==> src/common/trc_pkg.sv <==
// Purpose: Constants and types for the timer reload and compare value block
// Assumes: 32-bit register port, one word per register
// Notes:   Summary of operation
//
// Summary of operation
// - Counter holds still while reload limit is zero
// - Reload limit 32 bits wide, 16 narrow
// - Input channel captures counter on capture event
// - Output channel compares value against counter continuously
// - Preload off: written value compares immediately
// - Preload on: value becomes active at update
// - Channel one value 32 or 16 bits wide
// - Channels two to four behave like one
// - Counter 32 bits wide, else 16 bits
package trc_pkg;
   // ==========================================
   // Register offsets
   localparam logic [7:0]  OFS_RELOAD_LIMIT    = 8'h2c;
   localparam logic [7:0]  OFS_CH1_VALUE       = 8'h34;
   localparam logic [7:0]  OFS_CH2_VALUE       = 8'h38;
   localparam logic [7:0]  OFS_CH3_VALUE       = 8'h3c;
   localparam logic [7:0]  OFS_CH4_VALUE       = 8'h40;
   localparam logic [7:0]  OFS_CTRL            = 8'h50;
   localparam logic [7:0]  OFS_COUNTER         = 8'h54;
   // ==========================================
   // Reset values
   localparam logic [31:0] RST_RELOAD_LIMIT    = 32'hffffffff;
   localparam logic [31:0] RST_CH_VALUE        = 32'h00000000;
   localparam logic [31:0] RST_COUNTER         = 32'h00000000;
   localparam logic [31:0] RST_CTRL            = 32'h00000000;
   // ==========================================
   // Control register fields
   localparam int          CTRL_MODE_POS       = 0;
   localparam int          CTRL_PRELOAD_POS    = 4;
   localparam int          CTRL_COUNT_EN_POS   = 8;
   localparam int          NUM_CH              = 4;
   // ==========================================
   // Types
   typedef enum logic {TRC_MODE_OUTPUT, TRC_MODE_INPUT} trc_mode_t;
   typedef struct packed {
      logic [7:0]  addr;
      logic [31:0] wdata;
      logic        wr;
      logic        rd;
   } trc_bus_req_t;
endpackage

==> src/rtl/trc_timer_values.sv <==
// Purpose: Reload limit and four capture/compare value registers of a timer
// Assumes: Synchronous active-low reset, single 50 MHz clock
// Notes:   Wide instance uses 32-bit values, narrow instance 16-bit
`timescale 1ns/100ps
module trc_timer_values
   import trc_pkg::*;
#(
   parameter int WIDE = 1
)
(
   // Clock and reset
   input  wire logic            ref_clk,
   input  wire logic            rst_n,
   // Register port
   input  wire trc_bus_req_t    bus_req,
   output logic [31:0]          rd_data,
   // Channel events and outputs
   input  wire logic [3:0]      capture_event,
   output logic [3:0]           channel_compare_output,
   output logic                 update_event,
   output logic [31:0]          counter_value
);
   localparam logic [31:0] VAL_MASK = (WIDE != 0) ? 32'hffffffff : 32'h0000ffff;

   // ==========================================
   // Helpers
   function automatic logic [31:0] trim(input logic [31:0] v);
      trim = v & VAL_MASK;
   endfunction

   logic [31:0] reload_limit_value_r;
   logic [31:0] counter_r;
   logic [31:0] ctrl_r;
   logic [31:0] shadow_r [NUM_CH];
   logic [31:0] active_r [NUM_CH];
   logic [31:0] rd_data_r;
   logic [3:0]  cmp_r;
   logic        upd_r;
   logic        counting;
   logic        wrap;

   assign counting = ctrl_r[CTRL_COUNT_EN_POS] && (reload_limit_value_r != 32'h0);
   assign wrap     = counting && (counter_r >= reload_limit_value_r);

   // ==========================================
   // Reload limit
   always_ff @(posedge ref_clk)
   begin
      if (!rst_n)
         reload_limit_value_r <= trim(RST_RELOAD_LIMIT);
      else if (bus_req.wr && bus_req.addr == OFS_RELOAD_LIMIT)
         reload_limit_value_r <= trim(bus_req.wdata);
   end

   // ==========================================
   // Control
   always_ff @(posedge ref_clk)
   begin
      if (!rst_n)
         ctrl_r <= RST_CTRL;
      else if (bus_req.wr && bus_req.addr == OFS_CTRL)
         ctrl_r <= bus_req.wdata & 32'h0000010f | (bus_req.wdata & 32'h000000f0);
   end

   // ==========================================
   // Counter
   always_ff @(posedge ref_clk)
   begin
      if (!rst_n)
         counter_r <= trim(RST_COUNTER);
      else if (bus_req.wr && bus_req.addr == OFS_COUNTER)
         counter_r <= trim(bus_req.wdata);
      else if (wrap)
         counter_r <= 32'h0;
      else if (counting)
         counter_r <= trim(counter_r + 32'h1);
   end

   always_ff @(posedge ref_clk)
   begin
      if (!rst_n)
         upd_r <= 1'b0;
      else
         upd_r <= wrap;
   end

   // ==========================================
   // Channel values
   always_ff @(posedge ref_clk)
   begin
      if (!rst_n)
      begin
         for (int i = 0; i < NUM_CH; i++)
         begin
            shadow_r[i] <= RST_CH_VALUE;
            active_r[i] <= RST_CH_VALUE;
         end
      end
      else
      begin
         for (int i = 0; i < NUM_CH; i++)
         begin
            if (ctrl_r[CTRL_MODE_POS + i] == TRC_MODE_INPUT)
            begin
               if (capture_event[i])
               begin
                  shadow_r[i] <= counter_r;
                  active_r[i] <= counter_r;
               end
               else if (bus_req.wr && bus_req.addr == OFS_CH1_VALUE + 8'(4 * i))
               begin
                  shadow_r[i] <= trim(bus_req.wdata);
                  active_r[i] <= trim(bus_req.wdata);
               end
            end
            else
            begin
               if (bus_req.wr && bus_req.addr == OFS_CH1_VALUE + 8'(4 * i))
               begin
                  shadow_r[i] <= trim(bus_req.wdata);
                  if (!ctrl_r[CTRL_PRELOAD_POS + i])
                     active_r[i] <= trim(bus_req.wdata);
               end
               if (wrap && ctrl_r[CTRL_PRELOAD_POS + i])
               begin
                  if (bus_req.wr && bus_req.addr == OFS_CH1_VALUE + 8'(4 * i))
                     active_r[i] <= trim(bus_req.wdata);
                  else
                     active_r[i] <= shadow_r[i];
               end
            end
         end
      end
   end

   // ==========================================
   // Compare outputs
   always_ff @(posedge ref_clk)
   begin
      if (!rst_n)
         cmp_r <= 4'h0;
      else
         for (int i = 0; i < NUM_CH; i++)
            cmp_r[i] <= (ctrl_r[CTRL_MODE_POS + i] == TRC_MODE_OUTPUT)
                        && (counter_r < active_r[i]);
   end

   // ==========================================
   // Read data
   always_ff @(posedge ref_clk)
   begin
      if (!rst_n)
         rd_data_r <= 32'h0;
      else if (bus_req.rd)
      begin
         if (bus_req.addr == OFS_RELOAD_LIMIT)
            rd_data_r <= reload_limit_value_r;
         else if (bus_req.addr == OFS_CH1_VALUE)
            rd_data_r <= shadow_r[0];
         else if (bus_req.addr == OFS_CH2_VALUE)
            rd_data_r <= shadow_r[1];
         else if (bus_req.addr == OFS_CH3_VALUE)
            rd_data_r <= shadow_r[2];
         else if (bus_req.addr == OFS_CH4_VALUE)
            rd_data_r <= shadow_r[3];
         else if (bus_req.addr == OFS_CTRL)
            rd_data_r <= ctrl_r;
         else if (bus_req.addr == OFS_COUNTER)
            rd_data_r <= counter_r;
         else
            rd_data_r <= 32'h0;
      end
      else
         rd_data_r <= 32'h0;
   end

   assign rd_data                = rd_data_r;
   assign channel_compare_output = cmp_r;
   assign update_event           = upd_r;
   assign counter_value          = counter_r;
endmodule

==> config.mk <==
export PLATFORM = sky130hd
export DESIGN_NAME = trc_timer_values
export DESIGN_NICKNAME = d
export VERILOG_FILES = /design/src/common/trc_pkg.sv /design/src/rtl/trc_timer_values.sv
export SDC_FILE = /design/constraint.sdc
export NUM_CORES = 1
export LEC_CHECK = 0
export BUFFER_PORTS_ARGS = -buffer_cell sky130_fd_sc_hd__buf_2
export CAP_MARGIN = 10
export CORE_AREA = 4 4 207 209
export DETAILED_ROUTE_END_ITERATION = 8
export DIE_AREA = 0 0 211 213
export PLACE_DENSITY = 0.82
export SLEW_MARGIN = 20
export SYNTH_ARGS = -nofsm -noshare
export SYNTH_HDL_FRONTEND = slang
export SYNTH_SLANG_ARGS = --single-unit
==> constraint.sdc <==
create_clock -name ref_clk -period 10.9 [get_ports ref_clk]
set_clock_uncertainty 0.2 [all_clocks]
set_input_delay 1.09 -clock ref_clk [delete_from_list [all_inputs] [get_ports ref_clk]]
set_output_delay 1.09 -clock ref_clk [all_outputs]
set_load 0.1 [all_outputs]
==> flow_metrics.env, run 1 <==
export IMPL_cts_setup_buffers=0
export IMPL_viasPerCell=6.90
export IMPL_async_reset_ff_frac=0
export IMPL_cp_required_ns=10.85
export IMPL_drt_total_wl_mm=77.1
export IMPL_route_met3_wl_mm=11.5
export IMPL_nFillCells=3352
export IMPL_drv_cap=0
export IMPL_p_leak_nw=11.4
export IMPL_grt_pass1_vias=19754
export IMPL_die_area_sq_mm=0.0449
export IMPL_synth_top_family_by_area="compound AO/OA/AOI/OAI gates"
export IMPL_coreArea_sq_mm=0.0408
export IMPL_place_inst=2847
export IMPL_grt_pass1_wl_mm=115
export IMPL_avgRoutedWirePerCell_um=26.4
export IMPL_antenna_found_initial=4
export IMPL_finish_instance_area_sq_mm=0.0245
export IMPL_num_vias=20176
export IMPL_hp_class="reg -> reg"
export IMPL_clock_path_buffers=3
export IMPL_syn_cell_area_sq_mm=0.0222
export IMPL_layout_setup_ws_ns=5.50
export IMPL_cts_repair_resized=0
export IMPL_first_iter_violations=3756
export IMPL_ctsHoldBuffers=0
export IMPL_path_clk_slew_ns=0.06
export IMPL_critPathMaxStageDelay_ns=0.88
export IMPL_synthSimpleGateAreaFrac=0.157
export IMPL_dpl_hpwl_mm=48.2
export IMPL_ys_seq_area_frac=0.445
export IMPL_crit_chain="ha_1 > a2111oi_0 > o21ai_0 > o2111ai_1 > nand3_1 > o21ai_4 > buf_4 > a21oi_4 > buf_16 > or3_2"
export IMPL_rsz0062_at_grt="false"
export IMPL_critPathKind="reg -> reg"
export IMPL_critical_path_top_delay_family="compound AO/OA/AOI/OAI gates"
export IMPL_hold_slack_ns=0.354
export IMPL_topRoutingLayerUsed="met5"
export IMPL_ctsHtreeMaxLevel=2
export IMPL_io_pins=117
export IMPL_peakVddDrop_v=0.0000944
export IMPL_cts_sinks=366
export IMPL_yosys_warnings=0
export IMPL_synthCells=2356
export IMPL_final_setup_tns_ns=0
export IMPL_grt_max_degree=67
export IMPL_final_core_util=0.600
export IMPL_die_y_um=213
export IMPL_multi_input_area_sq_mm=0.0110
export IMPL_syn_num_nets=2561
export IMPL_drive_gt1_frac=0.127
export IMPL_finalSetupViolCount=0
export IMPL_synth_main_ff_cell="edfxtp_1"
export IMPL_violations="DRC"
export IMPL_synthAdderAreaFrac=0.0883
export IMPL_drt_pass1_iter_count=9
export IMPL_areaGrowthSynthToFinish_pct=10.2
export IMPL_placementRows=74
export IMPL_finalNonFillerCells=2925
export IMPL_m1WireLength_mm=26.9
export IMPL_crit_path_end_kind="register"
export IMPL_clock_latency_ns=0.57
export IMPL_slew_violations=0
export IMPL_crit_fanout=32
export IMPL_ant_nets=0
export IMPL_route_met2_wl_mm=33.6
export IMPL_synth_cell_types=68
export IMPL_hold_violations=0
export IMPL_numCtsBuffers=42
export IMPL_avgSynthCellArea_sq_um=9.44
export IMPL_placed_cell_area_sq_mm=0.0232
export IMPL_portBuffers=116
export IMPL_fin_crit_sh=0.496
export IMPL_start_util=0.545
export IMPL_grt_overflow=0
export IMPL_worst_path_max_delay_cell="or3_2"
export IMPL_cts_tree="done"
export IMPL_diodes=0
export IMPL_period_minus_slack_ns=5.40
export IMPL_fin_nets=2565
export IMPL_p_per_area_mw_per_mm2=126
export IMPL_die_w_um=211
export IMPL_synth_edf_count=256
export IMPL_preCtsSetupSlack_ns=5.72
export IMPL_relSlewSlack=0.150
export IMPL_track_usage=0.331
export IMPL_gp_congestion=0.965
export IMPL_seq_area_sq_mm=0.00989
export IMPL_ys_ff_latch=366
export IMPL_critPathBufInv=2
export IMPL_cp_start_kind="register"
export IMPL_synthMuxAreaShare=0.0338
export IMPL_status="finished, violations left"
export IMPL_tightest_slew_ns=1.27
export IMPL_synth_xor_area_frac=0.00630
export IMPL_clock_fmax_ghz=0.185
export IMPL_synth_compound_gate_area_share=0.201
export IMPL_drc_errors=5
export IMPL_cts_root_buf="clkbuf_16"
export IMPL_arrival_ns=5.35
export IMPL_total_power_mw=3.08
-- Yosys cell counts (16+ instances only) --
library cell | number | area (sq um)
nand2_1 | 303 | 1140
edfxtp_1 | 256 | 7690
inv_1 | 200 | 751
ha_1 | 157 | 1960
clkbuf_1 | 156 | 586
nor2_1 | 144 | 541
a21oi_1 | 121 | 606
dfxtp_1 | 110 | 2200
mux2i_1 | 75 | 751
o211ai_1 | 75 | 563
o22ai_1 | 54 | 338
a21o_1 | 53 | 398
a222oi_1 | 50 | 500
and2_1 | 50 | 313
a211o_1 | 47 | 412
o21ai_0 | 40 | 200
or2_2 | 37 | 231
nand4_1 | 36 | 225
nor3_1 | 35 | 175
nand3_1 | 33 | 165
a221o_1 | 31 | 310
a221oi_1 | 29 | 254
a31oi_1 | 26 | 163
nor4_1 | 23 | 144
a22oi_1 | 20 | 150
a21oi_2 | 19 | 166
buf_2 | 18 | 90.1
nand2b_1 | 18 | 113
buf_1 | 16 | 60.1
-- layout by cell type (no fill, tap or decap), types with 6 or more instances in the layout --
master	count
nor2_1	141
clkinv_2	8
a31oi_1	25
mux2i_1	75
clkbuf_16	43
a211oi_1	9
nand2b_1	18
nor4_1	23
nand3b_1	14
and2_1	50
dfxtp_1	110
xor2_1	9
o21a_1	6
nand4_1	36
edfxtp_1	256
and3_1	10
buf_4	35
xnor2_1	7
o211ai_1	75
or2_2	37
nor3_1	33
inv_1	199
nand2_1	302
a22oi_1	20
a21oi_2	20
buf_2	116
a21o_1	53
ha_1	157
a211o_1	47
a221o_1	31
o22ai_1	54
clkbuf_1	19
a21oi_1	119
o21ai_0	39
nand3_1	27
clkbuf_8	6
a222oi_1	50
a221oi_1	29
-- report_power, final --
group | total [mW] | switching [mW] | internal (mW) | leakage [nW]
logic | 0.166 | 0.128 | 0.0380 | 7.35
clock network | 1.35 | 0.582 | 0.771 | 0.631
registers | 1.56 | 0.0255 | 1.53 | 3.37
-- cell type report --
class	count	share of cell area
Tap cell	532	0.0272
Multi-Input combinational cell	1596	0.449
Timing Repair Buffer	154	0.0378
Clock inverter	9	0.00199
Clock buffer	68	0.0502
Inverter	200	0.0306
Sequential cell	366	0.403
-- per-layer routing --
metal	global-route usage	up-vias
met4	0.193	4
li1	-	8685
met5	0	-
met2	0.502	1732
met3	0.0955	386
met1	0.423	9369
-- worst paths after layout --
path,start,endpoint,slack (ns),cells after the start
worst min-delay path,reload_limit_value_r[26],reload_limit_value_r[26],0.35,2
worst max-delay path,counter_value[27],active_r[1][20],5.50,10
worst max register to register,counter_value[27],active_r[1][20],5.50,10
worst min register to register,reload_limit_value_r[26],reload_limit_value_r[26],0.35,2
-- worst reg2reg max path, cell delays in order, from the launching register on --
cell and delay (ns):
dfxtp_1 0.77, ha_1 0.37, a2111oi_0 0.37, o21ai_0 0.14, o2111ai_1 0.15, nand3_1 0.32, o21ai_4 0.76, buf_4 0.49
a21oi_4 0.27, buf_16 0.24, or3_2 0.88
-- state kept, by name (all words and copies together), names as in the netlist --
register,flops
update_event,1
channel_compare_output,4
ctrl_r,9
reload_limit_value_r,32
rd_data,32
counter_value,32
shadow_r,128
active_r,128
-- cell families (layout without fill, tap and decap cells) --
logic type	after synthesis	count (layout)
adders and majority gates	157	157
and+or+nand+nor	736	736
DFF	366	366
buffers and inverters	394	431
muxes	75	75
AOI/OAI and AO/OA	612	612
xor gates and xnor gates	16	16
(Power assumes the default switching activity.)
==> run 2: changes to the inputs <==
==> constraint.sdc (replaced) <==
create_clock -name ref_clk -period 5.3 [get_ports ref_clk]
set_clock_uncertainty 0.2 [all_clocks]
set_input_delay 0.53 -clock ref_clk [delete_from_list [all_inputs] [get_ports ref_clk]]
set_output_delay 0.53 -clock ref_clk [all_outputs]
set_load 0.1 [all_outputs]
==> run 2 against run 1 <==
Critical path depth did not move. Largest power group unchanged. The run now ends clean. Register-to-register slack got worse by 4.8 ns. Via count rose by 2.0%. Utilization rose by 0.58 points.
==> flow_metrics.env, run 2 (same netlist as run 1, synthesis figures left out) <==
export IMPL_status="complete, no violations"
export IMPL_cts_repair_resized=0
export IMPL_grt_pass1_vias=19797
export IMPL_areaGrowthSynthToFinish_pct=11.3
export IMPL_num_vias=20576
export IMPL_critPathBufInv=2
export IMPL_crit_fanout=32
export IMPL_fin_nets=2601
export IMPL_top_regs="active_r (128), shadow_r (128)"
export IMPL_final_setup_tns_ns=0
export IMPL_avgRoutedWirePerCell_um=27.3
export IMPL_peakVddDrop_v=0.000196
export IMPL_die_w_um=211
export IMPL_p_per_area_mw_per_mm2=258
export IMPL_cts_setup_buffers=0
export IMPL_hp_class="in -> reg"
export IMPL_arrival_ns=4.65
export IMPL_cts_tree="done"
export IMPL_coreArea_sq_mm=0.0408
export IMPL_hold_violations=0
export IMPL_cts_root_buf="clkbuf_16"
export IMPL_ctsHoldBuffers=0
export IMPL_worst_path_max_delay_cell="dfxtp_1"
export IMPL_drive_gt1_frac=0.141
export IMPL_io_pins=117
export IMPL_drv_cap=0
export IMPL_die_area_sq_mm=0.0449
export IMPL_relSlewSlack=0.213
export IMPL_path_clk_slew_ns=0.07
export IMPL_ctsHtreeMaxLevel=2
export IMPL_drc_errors=0
export IMPL_die_y_um=213
export IMPL_crit_path_end_kind="register"
export IMPL_portBuffers=116
export IMPL_cts_sinks=366
export IMPL_drt_pass1_iter_count=9
export IMPL_track_usage=0.348
export IMPL_rsz0062_at_grt="false"
export IMPL_first_iter_violations=3857
export IMPL_clock_fmax_ghz=0.219
export IMPL_final_cell_mix="nand2_1 (302), edfxtp_1 (256), inv_1 (199)"
export IMPL_grt_overflow=0
export IMPL_start_util=0.545
export IMPL_numCtsBuffers=41
export IMPL_placementRows=74
export IMPL_drt_total_wl_mm=80.9
export IMPL_grt_max_degree=65
export IMPL_dpl_hpwl_mm=52.2
export IMPL_cp_required_ns=5.39
export IMPL_clock_latency_ns=0.59
export IMPL_antenna_found_initial=0
export IMPL_finalSetupViolCount=0
export IMPL_diodes=0
export IMPL_critPathMaxStageDelay_ns=0.73
export IMPL_grt_pass1_wl_mm=120
export IMPL_total_power_mw=6.39
export IMPL_critical_path_top_delay_family="compound AO/OA/AOI/OAI gates"
export IMPL_cp_start_kind="register"
export IMPL_slew_violations=0
export IMPL_ant_nets=0
export IMPL_critPathKind="reg -> reg"
export IMPL_viasPerCell=6.95
export IMPL_crit_chain="ha_1 > a211oi_1 > o211ai_1 > a21oi_1 > a31oi_2 > o21ai_4 > buf_12 > a21oi_4 > or3_2 > buf_12"
export IMPL_mostFrequentLayoutCell="nand2_1"
export IMPL_path_common_cell="buf_12"
export IMPL_gp_congestion=1.01
export IMPL_tightest_slew_ns=1.18
export IMPL_fin_crit_sh=0.860
export IMPL_clock_path_buffers=3
export IMPL_period_minus_slack_ns=4.56
export IMPL_p_leak_nw=11.5
## run 2: changes by cell type in the layout (fill, tap and decap cells not counted), moves of 3 or more
cell      before  now
clkinv_1       0    6
buf_12         0    3
clkbuf_1      19   10
buf_16         3    0
buf_4         35   72
## run 2: routing by layer
layer	vias to the layer above	share of wire	GRT usage
li1	8765	-	-
met2	1798	0.44	0.533
met1	9625	0.36	0.449
met4	0	0.057	0.175
met3	388	0.15	0.105
met5	-	0	0.00647
## run 2: cell type report
class / instances / area (sq um)
sequential: 366 / 9890
fill: 3307 / 16100
inverter: 200 / 751
clock buffer: 58 / 1160
tap: 532 / 666
timing repair buffer: 191 / 1180
multi-input combinational: 1596 / 11000
clock inverter: 18 / 136
## run 2: final timing paths
check	from	to	slack (ns)	depth (start not counted)
setup / recovery	counter_value[31]	active_r[1][26]	0.74	10
hold / removal	rst_n	reload_limit_value_r[0]	0.06	2
setup reg to reg	counter_value[31]	active_r[1][26]	0.74	10
hold reg to reg	ctrl_r[6]	ctrl_r[6]	0.31	2
## run 2: worst reg2reg max path: stages, from the launching register on
cell	delay (ns)
dfxtp_1	0.73
ha_1	0.39
a211oi_1	0.40
o211ai_1	0.17
a21oi_1	0.26
a31oi_2	0.23
o21ai_4	0.53
buf_12	0.33
a21oi_4	0.10
or3_2	0.63
buf_12	0.24
## run 2: where the power goes
group | internal [mW] | switching, mW
clock | 1.58 | 1.24
sequential | 3.15 | 0.0509
combinational | 0.0839 | 0.279
## run 2: metrics by stage
stage	instance area [sq um]	hold slack, ns	setup WS [ns]	instances	util
3_5_place_dp	23500	0.298	0.873	2885	0.574
3_3_place_gp	23400	0.287	1.04	2885	0.574
5_1_grt	24800	0.0581	0.673	2961	0.606
6_report	24800	0.0558	0.741	2961	0.606
2_1_floorplan	22200	0.249	0.444	2356	-
4_1_cts	24700	0.0398	0.824	2961	0.606
